File: src/nfc_pkg.sv
// ============================================================
// Shared constants and types for the notch coefficient bank.
`default_nettype none
package nfc_pkg;

    // Register indices; the byte address is four times the index.
    localparam logic [5:0] NFC_IDX_FIRST = 6'h1B;
    localparam logic [5:0] NFC_IDX_SECOND = 6'h1C;
    localparam logic [5:0] NFC_IDX_STATUS = 6'h3F;

    // Field positions inside the 9-bit notch registers.
    localparam int NFC_BIT_COMMIT = 8;
    localparam int NFC_BIT_ENABLE = 7;
    localparam int NFC_HALF_W = 7;
    localparam int NFC_COEFF_W = 14;

    // Reset value of both staged registers.
    localparam logic [8:0] NFC_REG_RESET = 9'h000;

    // AXI4-Lite response codes.
    localparam logic [1:0] NFC_RESP_OKAY = 2'h0;
    localparam logic [1:0] NFC_RESP_SLVERR = 2'h2;

    // Parameter set as the filter datapath sees it.
    typedef struct packed {
        logic notch_enable;
        logic [13:0] coeff_zero;
    } nfc_params_t;

endpackage
`default_nettype wire

File: src/nfc_stage.sv
`timescale 1ns/1ps
`default_nettype none
// ============================================================
// One staged register: a pending copy taken on every write and a
// live copy that only changes on a commit event.
module nfc_stage
    import nfc_pkg::*;
#(
    parameter int W = 8
) (
    input wire logic clock,
    input wire logic reset_n,
    input wire logic wr_en,
    input wire logic [W-1:0] wr_data,
    input wire logic commit,
    output logic [W-1:0] pend_q,
    output logic [W-1:0] live_q
);

    // Pending copy follows every write, commit flag or not.
    always_ff @(posedge clock or negedge reset_n) begin
        if (!reset_n) begin
            pend_q <= NFC_REG_RESET[W-1:0];
        end else if (wr_en) begin
            pend_q <= wr_data;
        end
    end

    // Live copy moves only on a commit; a write in the same cycle
    // goes straight through so the new value applies with the rest.
    always_ff @(posedge clock or negedge reset_n) begin
        if (!reset_n) begin
            live_q <= NFC_REG_RESET[W-1:0];
        end else if (commit) begin
            live_q <= wr_en ? wr_data : pend_q;
        end
    end

endmodule
`default_nettype wire

File: src/nfc_bank.sv
`timescale 1ns/1ps
`default_nettype none
// ============================================================
// Notch filter enable and A0 coefficient bank behind AXI4-Lite.
// Functional notes
// Commit on first register applies everything together.
// First register without commit stays pending.
// Commit on second register applies everything together.
// Second register without commit stays pending.
// Commit flags are write-only triggers, read zero.
// Enable 0 bypasses filter, 1 applies it.
// First register holds coefficient bits 13:7, reset zero.
// Second register holds coefficient bits 6:0.
// External commit input also applies pending values.
// Datapath keeps old set until a commit.
module nfc_bank
    import nfc_pkg::*;
#(
    parameter int ADDR_W = 8
) (
    input wire logic clock,
    input wire logic reset_n,
    input wire logic [ADDR_W-1:0] s_axi_awaddr,
    input wire logic s_axi_awvalid,
    output logic s_axi_awready,
    input wire logic [31:0] s_axi_wdata,
    input wire logic [3:0] s_axi_wstrb,
    input wire logic s_axi_wvalid,
    output logic s_axi_wready,
    output logic [1:0] s_axi_bresp,
    output logic s_axi_bvalid,
    input wire logic s_axi_bready,
    input wire logic [ADDR_W-1:0] s_axi_araddr,
    input wire logic s_axi_arvalid,
    output logic s_axi_arready,
    output logic [31:0] s_axi_rdata,
    output logic [1:0] s_axi_rresp,
    output logic s_axi_rvalid,
    input wire logic s_axi_rready,
    input wire logic ext_commit,
    output nfc_params_t params_q,
    output logic filter_bypass_q
);

    // ============================================================
    // Write channel capture.
    logic aw_full_q; // Write address held.
    logic w_full_q; // Write data held.
    logic [ADDR_W-1:0] awaddr_q; // Held write address.
    logic [31:0] wdata_q; // Held write data.
    logic [3:0] wstrb_q; // Held byte enables.
    logic wr_fire; // Both halves held, write happens now.
    logic wr_hit_first; // Write targets the first notch register.
    logic wr_hit_second; // Write targets the second notch register.
    logic [8:0] wr_word; // Nine-bit value seen by the register.
    logic commit_any; // Any commit event this cycle.
    logic [7:0] first_pend, first_live; // Enable plus high half.
    logic [6:0] second_pend, second_live; // Low half.

    assign wr_fire = aw_full_q && w_full_q && !s_axi_bvalid;
    assign wr_hit_first = wr_fire && wstrb_q[0]
        && (awaddr_q[ADDR_W-1:2] == NFC_IDX_FIRST);
    assign wr_hit_second = wr_fire && wstrb_q[0]
        && (awaddr_q[ADDR_W-1:2] == NFC_IDX_SECOND);
    // Bit 8 sits in byte lane one and only counts when that lane is on.
    assign wr_word = {wdata_q[NFC_BIT_COMMIT] & wstrb_q[1],
                      wdata_q[NFC_BIT_COMMIT-1:0]};
    // The commit flag is never stored, only used as a trigger here.
    assign commit_any = (wr_hit_first && wr_word[NFC_BIT_COMMIT])
        || (wr_hit_second && wr_word[NFC_BIT_COMMIT])
        || ext_commit;

    // Address channel: ready while empty and no response is open.
    always_ff @(posedge clock or negedge reset_n) begin
        if (!reset_n) begin
            aw_full_q <= 1'b0;
            s_axi_awready <= 1'b0;
            awaddr_q <= '0;
        end else if (s_axi_awvalid && s_axi_awready) begin
            aw_full_q <= 1'b1;
            s_axi_awready <= 1'b0;
            awaddr_q <= s_axi_awaddr;
        end else if (wr_fire) begin
            aw_full_q <= 1'b0;
        end else if (!aw_full_q && !s_axi_bvalid) begin
            s_axi_awready <= 1'b1;
        end
    end

    // Data channel: same scheme as the address channel.
    always_ff @(posedge clock or negedge reset_n) begin
        if (!reset_n) begin
            w_full_q <= 1'b0;
            s_axi_wready <= 1'b0;
            wdata_q <= '0;
            wstrb_q <= '0;
        end else if (s_axi_wvalid && s_axi_wready) begin
            w_full_q <= 1'b1;
            s_axi_wready <= 1'b0;
            wdata_q <= s_axi_wdata;
            wstrb_q <= s_axi_wstrb;
        end else if (wr_fire) begin
            w_full_q <= 1'b0;
        end else if (!w_full_q && !s_axi_bvalid) begin
            s_axi_wready <= 1'b1;
        end
    end

    // Write response, raised in the cycle after the write is done.
    always_ff @(posedge clock or negedge reset_n) begin
        if (!reset_n) begin
            s_axi_bvalid <= 1'b0;
            s_axi_bresp <= NFC_RESP_OKAY;
        end else if (wr_fire) begin
            s_axi_bvalid <= 1'b1;
            // Unmapped addresses answer with a slave error.
            if ((awaddr_q[ADDR_W-1:2] == NFC_IDX_FIRST)
                || (awaddr_q[ADDR_W-1:2] == NFC_IDX_SECOND)) begin
                s_axi_bresp <= NFC_RESP_OKAY;
            end else begin
                s_axi_bresp <= NFC_RESP_SLVERR;
            end
        end else if (s_axi_bready) begin
            s_axi_bvalid <= 1'b0;
        end
    end

    // ============================================================
    // Staged registers.
    // First register: enable and coefficient bits 13:7.
    nfc_stage #(.W(NFC_HALF_W + 1)) u_first (
        .clock(clock),
        .reset_n(reset_n),
        .wr_en(wr_hit_first),
        .wr_data(wr_word[NFC_BIT_COMMIT-1:0]),
        .commit(commit_any),
        .pend_q(first_pend),
        .live_q(first_live)
    );

    // Second register: coefficient bits 6:0.
    nfc_stage #(.W(NFC_HALF_W)) u_second (
        .clock(clock),
        .reset_n(reset_n),
        .wr_en(wr_hit_second),
        .wr_data(wr_word[NFC_HALF_W-1:0]),
        .commit(commit_any),
        .pend_q(second_pend),
        .live_q(second_live)
    );

    // Live values feed the datapath; they only move on a commit.
    // The first copy holds the enable above the high half, which is
    // the same order as the parameter set, so one driver fills it all.
    assign params_q = {first_live, second_live};

    // Bypass flag registered from the same commit event.
    always_ff @(posedge clock or negedge reset_n) begin
        if (!reset_n) begin
            filter_bypass_q <= 1'b1;
        end else if (commit_any) begin
            filter_bypass_q <= wr_hit_first
                ? !wr_word[NFC_BIT_ENABLE]
                : !first_pend[NFC_BIT_ENABLE];
        end
    end

    // ============================================================
    // Read channel: one cycle from address to data.
    always_ff @(posedge clock or negedge reset_n) begin
        if (!reset_n) begin
            s_axi_arready <= 1'b0;
            s_axi_rvalid <= 1'b0;
            s_axi_rdata <= '0;
            s_axi_rresp <= NFC_RESP_OKAY;
        end else if (s_axi_arvalid && s_axi_arready) begin
            s_axi_arready <= 1'b0;
            s_axi_rvalid <= 1'b1;
            s_axi_rresp <= NFC_RESP_OKAY;
            // Commit flags always read back as zero.
            case (s_axi_araddr[ADDR_W-1:2])
                NFC_IDX_FIRST: begin
                    s_axi_rdata <= {24'h000000, first_pend};
                end
                NFC_IDX_SECOND: begin
                    s_axi_rdata <= {25'h0000000, second_pend};
                end
                NFC_IDX_STATUS: begin
                    s_axi_rdata <= {17'h00000, params_q};
                end
                default: begin
                    s_axi_rdata <= '0;
                    s_axi_rresp <= NFC_RESP_SLVERR;
                end
            endcase
        end else if (s_axi_rvalid) begin
            if (s_axi_rready) begin
                s_axi_rvalid <= 1'b0;
            end
        end else begin
            s_axi_arready <= 1'b1;
        end
    end
endmodule
`default_nettype wire

File: config.mk
export PLATFORM = sky130hd
export DESIGN_NAME = nfc_bank
export DESIGN_NICKNAME = d
export VERILOG_FILES = /design/src/nfc_pkg.sv /design/src/nfc_stage.sv /design/src/nfc_bank.sv
export SDC_FILE = /design/constraint.sdc
export NUM_CORES = 1
export LEC_CHECK = 0
export BUFFER_PORTS_ARGS = -buffer_cell sky130_fd_sc_hd__buf_4
export CAP_MARGIN = 20
export CORE_MARGIN = 5
export CORE_UTILIZATION = 49
export CTS_CLUSTER_DIAMETER = 80
export CTS_CLUSTER_SIZE = 10
export DETAILED_ROUTE_END_ITERATION = 12
export PLACE_DENSITY = 0.83
export SLEW_MARGIN = 20
export SYNTH_ARGS = -nofsm -noshare
export SYNTH_HDL_FRONTEND = slang
export SYNTH_SLANG_ARGS = --single-unit
File: constraint.sdc
create_clock -name clock -period 3.3 [get_ports clock]
set_input_delay 0.165 -clock clock [delete_from_list [all_inputs] [get_ports clock]]
set_output_delay 0.165 -clock clock [all_outputs]
set_load 0.05 [all_outputs]
# Word-level counts from Yosys, hierarchy flattened
# Index checks and enable logic that the tools add are counted.
dict set report word_totals {
  elab_cells 77
  inputBits 60
  register_bits 93
  output_inout_bits 57
}
dict set report op_classes {
  eq_ne 8
  bitwise_logic 1
  muxes 22
  n_reduce_logical 28
}
# operator n
set ops {}
lappend ops {{$pmux W15 S3} 1}
lappend ops {{$eq A6 B5 Y1 const B} 4}
lappend ops {{$mux W1} 17}
lappend ops {{$logic_and A1 B1 Y1} 12}
lappend ops {{$reduce_bool A2 Y1} 5}
lappend ops {{$mux W8} 1}
lappend ops {{$mux W7} 1}
lappend ops {{$eq A6 B6 Y1 const B} 1}
lappend ops {{$ne A2 B1 Y1 const B} 3}
lappend ops {{$logic_not A1 Y1} 5}
lappend ops {{$mux W2} 2}
lappend ops {{$reduce_and A2 Y1} 2}
lappend ops {{$logic_or A1 B1 Y1} 3}
lappend ops {{$reduce_or A3 Y1} 1}
lappend ops {{$and A1 B1 Y1} 1}

# Longest topological paths before layout
# Gate-level depths: netlist of the first run.
dict set report depth {
  ltp_word 7
  ltp_mapped 5
  ltp_nobuf 4
}

# Cells and area by module
# Synthesis of the first run repeated with hierarchy kept, for this count alone.
dict set report hier_totals {
  cells_unflattened 234
  hier_area_um2 3210.6
}
# module cells_each seq_area_each_um2 area_each_um2 instances
set modules_own_cells {}
lappend modules_own_cells {nfc_bank 170 1052.3 1976.9 1}
lappend modules_own_cells {{nfc_stage (u_first)} 34 400.4 656.9 1}
lappend modules_own_cells {{nfc_stage (u_second)} 30 350.3 576.8 1}

# Worst setup path after synthesis of the first run
# Ideal clock, no wire load.
dict set report synth_timing {
  path_kind {register to register}
  from {register s_axi_bvalid}
  to {register u_first.live_q[0]}
  stages_incl_launch_ff 5
  period_less_slack_ns 2.007
  path_buffers 0
  t_arrival_ns 1.882
  slack_ns 1.293
  path_cell_list {dfrtp_1 nand4b_4 nor3_4 mux2_2 mux2_4}
}
dict set report synth_between {
  elab_chain_cells 7
}
# item line_no
set synth_rtl {}
lappend synth_rtl {{start, declared} nfc_bank.sv:31} ;# output logic s_axi_bvalid,
lappend synth_rtl {{start signal, assigned} nfc_bank.sv:112} ;# s_axi_bvalid <= 1'b0;
lappend synth_rtl {{start signal, assigned} nfc_bank.sv:115} ;# s_axi_bvalid <= 1'b1;
lappend synth_rtl {{start signal, assigned} nfc_bank.sv:124} ;# s_axi_bvalid <= 1'b0;
lappend synth_rtl {{$logic_not A1 Y1 *} nfc_bank.sv:60} ;# assign wr_fire = aw_full_q && w_full_q && !s_axi_bvalid;
lappend synth_rtl {{$logic_and A1 B1 Y1 *} nfc_bank.sv:60}
lappend synth_rtl {{$logic_and A1 B1 Y1 *} {nfc_bank.sv:61, nfc_bank.sv:63}}
lappend synth_rtl {{$logic_and A1 B1 Y1 (on tied branches)} {nfc_bank.sv:62, nfc_bank.sv:64}}
lappend synth_rtl {{$logic_and A1 B1 Y1 (on tied branches)} {nfc_bank.sv:69, nfc_bank.sv:70}}
lappend synth_rtl {{$logic_or A1 B1 Y1} nfc_bank.sv:70} ;# || (wr_hit_second && wr_word[NFC_BIT_COMMIT])
lappend synth_rtl {{$logic_or A1 B1 Y1} nfc_bank.sv:71} ;# || ext_commit;
lappend synth_rtl {{end signal, assigned} nfc_stage.sv:33} ;# live_q <= NFC_REG_RESET[W-1:0];
lappend synth_rtl {{end signal, assigned} nfc_stage.sv:35} ;# live_q <= wr_en ? wr_data : pend_q;
lappend synth_rtl {{end, declared} nfc_stage.sv:17} ;# output logic [W-1:0] live_q
# Mark *: on every way between the ends. The rest lies on a longest branch, timed or not.
# A chain may end at the register's enable or synchronous reset.

# Final worst setup path of the first run
dict set report layout_timing {
  from {register awaddr_q[3]}
  to {register u_second.live_q[6]}
}
dict set report layout_between {
  elab_chain_cells 5
}
# item line_no
set layout_rtl {}
lappend layout_rtl {{start, declared} nfc_bank.sv:49} ;# logic [ADDR_W-1:0] awaddr_q;
lappend layout_rtl {{start signal, assigned} nfc_bank.sv:82} ;# awaddr_q <= s_axi_awaddr;
lappend layout_rtl {{$eq A6 B5 Y1 (on tied branches)} {nfc_bank.sv:62, nfc_bank.sv:64}}
lappend layout_rtl {{$logic_and A1 B1 Y1 (on tied branches)} {nfc_bank.sv:62, nfc_bank.sv:64}}
lappend layout_rtl {{$logic_and A1 B1 Y1 (on tied branches)} {nfc_bank.sv:69, nfc_bank.sv:70}}
lappend layout_rtl {{$logic_or A1 B1 Y1} nfc_bank.sv:70}
lappend layout_rtl {{$logic_or A1 B1 Y1} nfc_bank.sv:71}
lappend layout_rtl {{end signal, assigned} nfc_stage.sv:33}
lappend layout_rtl {{end signal, assigned} nfc_stage.sv:35}
lappend layout_rtl {{end, declared} nfc_stage.sv:17}
# Several ways; a longest one is shown, not always the timed one.

==> results.md, run 1 <==
- After clock tree synthesis, the clock-pin slew on the worst setup and hold paths is 0.07 ns.
- For this run, asynchronously set or reset flops after synthesis account for 100%.
- The width of the chip is 89.4 µm.
- The flow ran to the end, and the final reports show no timing, DRC or antenna violations.
- The worst pin sits at a relative slew slack of 40.7%.
- The netlist area before placement is 0.00309 mm².
- The sequential share of the synthesized area is 58.4%.
- The power density over cell area is 768 mW/mm².
- The initial antenna violation count is 0.
- The clock network burns 22.4% of the power.
- The clock latency at the later pin of the worst-skew pair is 0.34 ns.
- Per report_power, the combinational group accounts for 32.8% of the total.
- The cell count after synthesis came out at 232.
- The number of enable-type register cells in the synthesized netlist is 0.
- Summed over all nets, the switching power comes to 1090 µW.
- In this run the tool buffered the top-level ports with 68 buffer cells.
- For the worst setup path, the data arrival time is 2.23 ns.
- Hold is met by 0.0487 ns.
- The total area of multi-input combinational cells is 0.00116 mm².
- The first detailed-routing pass ran for 5 iterations.
- Before CTS, the worst setup slack after placement is 1.30 ns.
- The placed wire-length estimate after detailed placement is 4290 µm.
- The root buffer cell chosen for the clock tree is clkbuf_8.
- Of the total power, registers draw 44.9%.
- After detailed routing, the number of remaining DRC violations is 0.
- The max-slew violation total from the final report is 0.
- Max-cap violations in this run came to 0.
- In this run, the number of DRC markers left after iteration 0 of detailed routing was 143.
- The number of clock buffers inserted by TritonCTS is 9.
- The kind of path behind the tightest hold check is input pin to flip-flop.
- CTS saw 72 sinks.
- The floorplan has 29 rows.
- The global-route wire length before repair is 9700 µm.
- The critical path is of the flip-flop to flip-flop type.
- Along the worst path, the maximum fanout reaches 7.
- The core occupancy in the finished layout is 61.5%.
- During synthesis, Yosys emitted a total of 0 warnings.
- The design draws 2950 µW.
- For this configuration, the core starts out at a cell density of 49.4%.
- After global routing the overflow that remains totals 0.
- For the final routed database, the setup TNS stands at 0 ns.
- Entering global routing, the biggest net connects 73 pins.
- Cell internal power was estimated by the tool at 1860 µW.
- The element type at the critical path end is a flip-flop.
- VDD sags by at most 0.529 mV.
- Routability-driven placement finished with a final weighted congestion of 0.744.
- Net switching is 37.0% of the power.
- The longest clock path from root to sink contains 2 buffers.
- The most frequently used flop master after synthesis is dfrtp_1.
- A synthesized cell averages 13.3 µm².
- STA classifies the critical path startpoint as a flip-flop.
- Derived from the worst setup path, the maximum achievable clock frequency is 0.500 GHz.
- The synthesis-stage register bit count is 72.
- Setup violations remaining at the end of the flow were counted as 0.
- The final critical path takes up 60.6% of the cycle.
- The setup clock skew after layout is 0.00791 ns.
- The final number of hold-violating endpoints came to 0.
- The area growth from synthesis to layout is 24.3%.
- CTS built an H-tree with a depth of 3.
- The post-route netlist has 45.4% of its cells at a drive strength greater than 1.
- The final worst slack is 1.30 ns.
- The chip height is 89.4 µm.
- The aggregate routed wire length is 6200 µm.
- The via count of the first global-routing pass came to 1952.
- The post-detailed-route via-to-cell ratio is 5.09.
- The filler cells instantiated in the layout total 509.
- The core footprint is 0.00624 mm².
- The number of nets with antenna violations after detailed routing is 0.
- After detailed routing, the average wire length per cell comes to 15.8 µm.
- Registers take 0.00180 mm².
- The TritonCTS clock tree is built.
- Summed over all instances, the cell type with the most area after synthesis is dfrtp_1.
- Detailed routing inserted a total of 1995 vias.
- Sorting the synthesized cells by area gives the leading types as dfrtp_1, mux2_2, buf_4.
- Setup repair after global routing left no endpoint under its margin.
- The leakage power is 0.00189 µW.
- During I/O placement, the number of pins put on the boundary was 117.
- The post-synthesis cell type count is 32.
- The total die area is 0.00798 mm².
- The smallest clock period supported by the final layout is computed as 2.00 ns.
- 0 antenna diodes ended up in the layout.
- For this run, the total global-route usage over all layers was measured as 16.5%.
- After the last flow step, the layout net total stands at 371.
- For the pin with the worst max-slew slack, the measured transition is 0.890 ns.
- For the worst setup path, the data required time is 3.53 ns.
- The area fraction of the dominant cell type after synthesis is 57.6%.
[layout by cell type, fill, tap and decap left out, types with 3 or more instances in the layout]
cell type	n
o21ai_0	19
conb_1	19
o21a_1	3
inv_1	6
nand2_1	32
buf_4	71
mux2_2	37
mux2_4	9
nor2_1	3
dfrtp_1	71
dlygate4sd3_1	3
clkbuf_8	9
a222oi_1	7
[power groups by stage]
stage | sequential, µW | combinational [µW] | clock (µW)
finish | 1320 | 966 | 659
global route | 1350 | 1030 | 725
CTS | 1320 | 978 | 682
detailed placement | 1330 | 975 | 0
global placement | 1320 | 949 | 0
floorplan | 1570 | 456 | 0
[cell usage after synthesis (2+ instances only)]
cell type / n
o21a_1: 3
mux2_4: 9
nor3_4: 2
nand2_1: 32
clkbuf_1: 2
o21ai_0: 19
mux2i_1: 2
nor4_2: 2
inv_1: 6
nor2_1: 3
dfrtp_1: 71
buf_4: 19
a222oi_1: 7
mux2_2: 37
[area by class of cell]
class                           instances  area share, %
Sequential cell                        72           47.0
Multi-Input combinational cell        148           30.4
Timing Repair Buffer                   74           14.7
Clock buffer                           10           3.33
Tap cell                               77           2.51
Clock inverter                          5           1.53
Inverter                                6          0.587
[final timing paths]
path,cells past startpoint,start,endpoint,slack [ns]
max,4,awaddr_q[3]$_DFFE_PN0P_,u_second.live_q[6]$_DFFE_PN0P_,1.30
min,2,s_axi_wdata[1],wdata_q[1]$_DFFE_PN0P_,0.05
max reg2reg,4,awaddr_q[3]$_DFFE_PN0P_,u_second.live_q[6]$_DFFE_PN0P_,1.30
min reg2reg,2,s_axi_rdata[6]$_DFFE_PN0P_,s_axi_rdata[6]$_DFFE_PN0P_,0.48
max in group asynchronous,2,reset_n,u_first.live_q[2]$_DFFE_PN0P_,2.24
min in group asynchronous,2,reset_n,s_axi_rdata[12]$_DFFE_PN0P_,0.48
[flip-flops by register name, indices dropped and copies added (netlist names), 2 cells and up]
name             count
s_axi_rdata         15
wdata_q              9
u_first.live_q       8
u_first.pend_q       8
u_second.live_q      7
u_second.pend_q      7
awaddr_q             6
wstrb_q              2
[critical path: stages (launching register included)]
cell and delay (ns):
dfrtp_1 0.40, or3b_4 0.44, nor3_4 0.38, mux2_2 0.40, mux2_4 0.26
[kinds of logic (layout without fill, tap and decap cells)]
group	count (synthesis)	after routing	synth area share [%]
AOI/OAI and AO/OA	35	35	8.07
buffers and inverters	30	95	6.24
DFF	72	72	58.4
muxes	48	48	18.5
other	1	19	0.122
and+or+nand+nor	46	46	8.60
[metal layers]
metal	wire (µm)	global-route usage [%]
met2	2870	25.5
met5	0	0
met4	110	6.90
met1	2540	21.0
met3	672	6.18
[metrics by stage]
step / instance area (µm²) / std cells
after floorplan: 3150 / 250
after global placement: 3610 / 374
after detailed placement: 3620 / 374
after CTS: 3840 / 392
after global routing: 3840 / 392
final: 3840 / 392
[timing repair]
| item | 4_1_cts | 5_1_grt |
|---|---|---|
| gates resized for setup | 0 | 0 |
| endpoints found under the hold margin | 73 | 0 |
| setup buffers | 0 | 0 |
| hold buffers | 3 | 0 |
Note: power is estimated with default switching activity, not from simulation.
==> inputs of run 2 (changes only) <==
clock period = 2 ns   (was 3.3 ns; I/O delays follow)
==> results.md, run 2 (synthesized netlist as in run 1, its figures left out) <==
- During placement, the flow inserted port buffers numbering 68.
- The via count of the first global-routing pass is 2196.
- The chip height is 89.4 µm.
- The final layout contains routed wiring with a total length of 6950 µm.
- The core footprint is 0.00624 mm².
- The setup clock skew after layout is 0.00847 ns.
- The tightest min-delay check is of the input pin to flip-flop type.
- The number of top-level design ports is 117.
- The clock period minus worst slack is 1.94 ns.
- The total overflow reported by the global router is 0.
- The initial antenna violation count is 0.
- After detailed routing, the number of remaining DRC violations is 0.
- Before CTS, the worst setup slack after placement is -0.173 ns.
- The placed wire-length estimate after detailed placement is 4590 µm.
- Clock-pin slew was measured on the worst setup and hold paths at 0.08 ns.
- For this run, the post-layout net count is 402.
- The register with the most flip-flops in the layout has 15 of them.
- The timing-limited maximum frequency is 0.516 GHz.
- The placement row count is 29.
- The number of nets with antenna violations after detailed routing is 0.
- Fill cells in the final layout number 453.
- The worst pin sits at a relative slew slack of 35.0%.
- The root buffer cell is clkbuf_8.
- The count of routing violations after the opening detailed-route iteration is 125.
- The global-route wire length before repair is 10800 µm.
- The total die area is 0.00798 mm².
- The clock latency at the later pin of the worst-skew pair is 0.35 ns.
- The final worst slack is 0.0615 ns.
- The startpoint class of the critical path is a flip-flop.
- In the final routed layout, each cell accounts on average for 16.4 µm.
- The starting utilization of the core area is 49.4%.
- The fraction of the cycle the final worst path needs is 96.9%.
- The slew at the pin with the worst max-slew slack is 0.967 ns.
- Total power for the finished layout comes to 5270 µW.
- The area taken by flip-flops and latches is 0.00180 mm².
- The kind of critical path is flip-flop to flip-flop.
- The number of clock buffers added by TritonCTS is 9.
- The critical path data arrival time is 2.17 ns.
- The pre-antenna-repair detailed-routing pass consisted of 6 iterations.
- The placed instances occupy a cell area of 0.00370 mm².
- The number of clock sinks seen by CTS is 72.
- The placed cell count is 382.
- TritonCTS built the clock tree.
- In this run the static leakage power is 0.00207 µW.
- The worst setup path is captured at a flip-flop.
- The final weighted congestion of routability-driven global placement is 0.760.
- The proportion of layout cells with a drive suffix above 1 is 46.0%.
- The post-detailed-route via-to-cell ratio is 5.06.
- The library cell used most frequently in the layout, excluding fill and tap cells, is buf_4.
- Compared with the post-synthesis result, the final layout area differs by 36.5%.
- Summing over every cut layer, the via total after detailed routing is 2139.
- The power density over cell area is 1250 mW/mm².
- Entering global routing, the biggest net connects 47 pins.
- The clock tree buffer depth is 2.
- At the worst endpoint, the required time is 2.23 ns.
- The post-route standard cell area excluding fillers is 0.00421 mm².
- The number of antenna repair diodes is 0.
- The max-slew violation total from the final report came to 0.
- The final number of hold-violating endpoints is 0.
- The maximum fanout along the worst path is 8.
- The total area of multi-input combinational cells is 0.00119 mm².
- Leaving out fill and tap cells, the most frequent cells in the layout are buf_4, dfrtp_1, nand2_1.
- The deepest level of the CTS H-tree is 3.
- Across the run, the number of max-cap violations was 0.
- For this run, the total global-route usage over all layers was measured as 18.5%.
- The flow ran to the end, and the final reports show no timing, DRC or antenna violations.
- The width of the chip is 89.4 µm.
- Setup violations remaining at the end of the flow were counted as 0.
- The worst-case IR drop observed on VDD is 0.882 mV.
- After the flow finishes, the layout carries non-filler instances totaling 423.
- The register ranked first by flip-flop count is s_axi_rdata.
- The largest registers in the layout are s_axi_rdata: 15 flops, wdata_q: 9 flops.
- The final setup TNS is 0 ns.
==> run 2: report_power, final <==
part / total (µW) / internal (µW) / switching (µW)
combinational: 1810 / 776 / 1040
sequential: 2190 / 1870 / 321
clock: 1260 / 729 / 536
==> run 2: what timing repair did <==
item | CTS | global route
setup endpoints to repair | 16 | 7
hold buffers | 20 | 0
gates resized for setup | 1 | 8
pin swaps | 0 | 3
endpoints found under the hold margin | 63 | 0
setup buffers | 3 | 4
==> run 2: area by class of cell <==
type                       count  area share, %
sequential                    72           42.8
multi-input combinational    148           28.4
timing repair buffer         105           20.8
clock buffer                  10           3.27
tap                           77           2.29
clock inverter                 5           1.93
inverter                       6          0.535
==> run 2: worst paths after layout <==
check / start / end / slack, ns / cells after the start
max: awaddr_q[3]$_DFFE_PN0P_ / u_first.live_q[2]$_DFFE_PN0P_ / 0.06 / 8
min: s_axi_awvalid / aw_full_q$_DFFE_PN0P_ / 0.17 / 3
max reg2reg: awaddr_q[3]$_DFFE_PN0P_ / u_first.live_q[2]$_DFFE_PN0P_ / 0.06 / 8
min reg2reg: s_axi_rdata[11]$_DFFE_PN0P_ / s_axi_rdata[11]$_DFFE_PN0P_ / 0.48 / 2
max in group asynchronous: reset_n / s_axi_rdata[2]$_DFFE_PN0P_ / 1.16 / 3
min in group asynchronous: reset_n / wstrb_q[1]$_DFFE_PN0P_ / 0.29 / 2
==> run 2: critical path, stage by stage (launching register included) <==
cell and delay (ns):
dfrtp_1 0.37, buf_4 0.12, buf_4 0.10, nand3b_1 0.14, buf_4 0.18, nor3_4 0.09, buf_4 0.19, mux2_2 0.37
mux2_4 0.27
==> run 2: metrics by stage <==
step	hold slack [ns]	util [%]
detailed placement	0.142	59.3
floorplan	-0.196	-
global placement	0.143	59.3
global route	0.160	67.5
finish	0.169	67.5
CTS	0.122	66.5
==> run 2: layer usage <==
layer	global-route usage [%]	up-vias	share of wire, %
li1	-	999	-
met1	22.1	1044	40
met2	31.1	86	50
met3	5.35	10	8.6
met4	8.12	0	1.9
met5	0	-	0
==> inputs of run 3 (changes only) <==
RECOVER_POWER = 25   (was not set)
SETUP_SLACK_MARGIN = 0.2   (was not set)
==> results.md, run 3 (synthesized netlist as in run 1, its figures left out) <==
- The setup path with the least slack is of type flip-flop to flip-flop.
- The number of iterations in the first detailed-routing pass is 4.
- After detailed placement, the design holds a cell count of 384.
- Global routing consumed, over all layers together, 18.0% of the routing resources.
- The congestion estimate from routability-driven global placement came to 0.757.
- In the final layout, the registers with the most flip-flops are s_axi_rdata: 15 flops, wdata_q: 9 flops.
- The max-slew violation total from the final report is 0.
- The library cell used most frequently in the layout, excluding fill and tap cells, is buf_4.
- Detailed routing inserted a total of 2139 vias.
- The area taken by flip-flops and latches is 0.00180 mm².
- The non-filler instance count after layout is 428.
- The maximum fanout along the worst path is 7.
- Once detail routing completed, the nets flagged for antenna violations numbered 0.
- The worst path uses 95.2% of the clock period.
- The aggregate routed wire length is 6660 µm.
- STA puts the critical path data arrival time at 2.13 ns.
- Clock tree synthesis found a total of 72 sinks.
- TritonCTS built the clock tree.
- The number of antenna repair diodes is 0.
- The floorplan step defined a core boundary enclosing 0.00624 mm².
- The worst setup path is captured at a flip-flop.
- The signal on the critical path passes through or3b_4, buf_6, nor3_4, buf_12, mux2_4, mux2_2.
- The normalized max-slew margin is 5.98%.
- The worst hold slack across all endpoints is 0.171 ns.
- The clock tree buffer depth is 2.
- The mean routed wirelength per cell is 15.5 µm.
- The placement row count is 29.
- The final number of hold-violating endpoints was 0.
- After routing the design area is 0.00433 mm².
- In this run the cell area measured after placement is 0.00371 mm².
- The count of buffers added on input and output ports is 68.
- The via count of the first global-routing pass is 2210.
- The setup-violating endpoint count in the final report is 0.
- The run finished with clean final reports.
- The maximum resistive drop on vdd is 0.911 mV.
- The critical path contains buffers and inverters numbering 2 combined.
- The leakage power is 0.00213 µW.
- The number of nets in the final layout is 407.
- The initial antenna violation count came to 0.
- The kind of cell adding the most delay to the critical path is multiplexers.
- The path class of the tightest hold or removal check is input pin to flip-flop.
- In this run the power density over the cells is 1280 mW/mm².
- Of the cells placed in the final design, the portion with a size suffix greater than 1 is 47.0%.
- The startpoint class of the critical path is a flip-flop.
- The maximum number of pins on one net before global-route repair is 59.
- The chip height is 89.4 µm.
- The deepest level of the CTS H-tree is 3.
- The register ranked first by flip-flop count is s_axi_rdata.
- The remaining routing DRC violations is 0.
- The area growth from synthesis to layout is 40.3%.
- For flop-to-flop paths, the worst setup slack is 0.1 ns.
- The starting utilization of the core area is 49.4%.
- The placed wire-length estimate after detailed placement is 4600 µm.
- The width of the chip is 89.4 µm.
- The total area of multi-input combinational cells is 0.00124 mm².
- The root buffer cell is clkbuf_8.
- For this design, the slowest cell found on the critical path is or3b_4.
- The number of max-cap violations is 0.
- The total die area is 0.00798 mm².
- The number of fill cells is 436.
- The post-detailed-route via-to-cell ratio is 5.00.
- The count of routing violations after the opening detailed-route iteration is 102.
- The number of clock buffers inserted by TritonCTS is 9.
- Clock latency on the worst-skew pair, taken at its later pin, is 0.34 ns.
- The slew at the pin with the worst max-slew slack is 1.41 ns.
- Clock skew on the completed layout was measured at 0.00865 ns.
- 117 I/O pins were placed.
- The largest single stage delay on the critical path is 0.40 ns.
- The clock period minus worst slack is 1.90 ns.
- The data required time of the critical path is 2.22 ns.
- The clock transition time at the flip-flop clock pins of the worst setup and hold paths is 0.07 ns.
- The flip-flop count of the largest register, all copies and words added is 15.
- After global routing the overflow that remains totals 0.
- The sum of internal, switching and leakage power is 5560 µW.
- The library cells used most frequently in the layout, excluding fill and tap cells, are buf_4, dfrtp_1, nand2_1.
- Cells fill 69.3% of the core in the end.
- The global-route wire length before repair is 10900 µm.
- Setup repair after global routing could not meet its margin everywhere.
- Static timing analysis puts the maximum clock frequency at 0.525 GHz.
==> run 3: changes by cell type in the layout (fill, tap and decap cells not counted), moves of 2 or more <==
| cell | previous run | this run |
|---|---|---|
| mux2_2 | 29 | 22 |
| buf_6 | 0 | 2 |
| buf_4 | 82 | 85 |
| mux2_4 | 17 | 24 |
| bufinv_16 | 2 | 4 |
==> run 3: final timing paths <==
| check | start | to | depth (start not counted) |
|---|---|---|---|
| max in group asynchronous | reset_n | s_axi_bvalid$_DFFE_PN0P_ | 2 |
| worst min register to register | s_axi_rdata[12]$_DFFE_PN0P_ | s_axi_rdata[12]$_DFFE_PN0P_ | 2 |
| worst max-delay path | awaddr_q[2]$_DFFE_PN0P_ | u_second.live_q[1]$_DFFE_PN0P_ | 6 |
| min in group asynchronous | reset_n | u_first.pend_q[6]$_DFF_PN0_ | 2 |
| worst min-delay path | s_axi_arvalid | s_axi_rdata[4]$_DFFE_PN0P_ | 3 |
| worst max register to register | awaddr_q[2]$_DFFE_PN0P_ | u_second.live_q[1]$_DFFE_PN0P_ | 6 |
==> run 3: what timing repair did <==
item	4_1_cts	5_1_grt
setup buffers	7	2
cloned	0	0
hold buffers	20	0
hold endpoints to repair	74	0
pin swaps	3	3
resized for setup	16	3
setup endpoints to repair	16	18
==> run 3: final cells by class <==
class	count	share of cell area [%]
well taps	77	2.23
flip-flops and latches	72	41.7
inverters	6	0.520
clock buffers	9	2.86
repair buffers	110	20.9
multi-input cells	148	28.7
clock inverters	6	3.06
==> run 3: routing by layer <==
layer  track usage [%]  share of wire, %
met5                 0                 0
met4              3.65              0.56
met3              6.73               9.0
met2              29.2                49
met1              23.4                41
==> run 3: worst register-to-register path, cell delays in order (launching register included) <==
cell,delay [ns]
dfrtp_1,0.38
or3b_4,0.40
buf_6,0.13
nor3_4,0.14
buf_12,0.16
mux2_4,0.31
mux2_2,0.27
==> run 3: report_power, final <==
part / leakage, µW / switching [µW] / internal [µW] / total [µW]
Combinational: 0.00106 / 1040 / 840 / 1880
Sequential: 0.000938 / 344 / 1870 / 2210
Clock: 0.000125 / 520 / 945 / 1470
==> run 3: per-stage QoR <==
stage,setup TNS (ns),setup slack [ns]
final,0,0.0966
after global routing,0,0.0588
after CTS,0,0.0399
after detailed placement,-1.21,-0.133
after global placement,-0.291,-0.0499
after floorplan,0,0.146
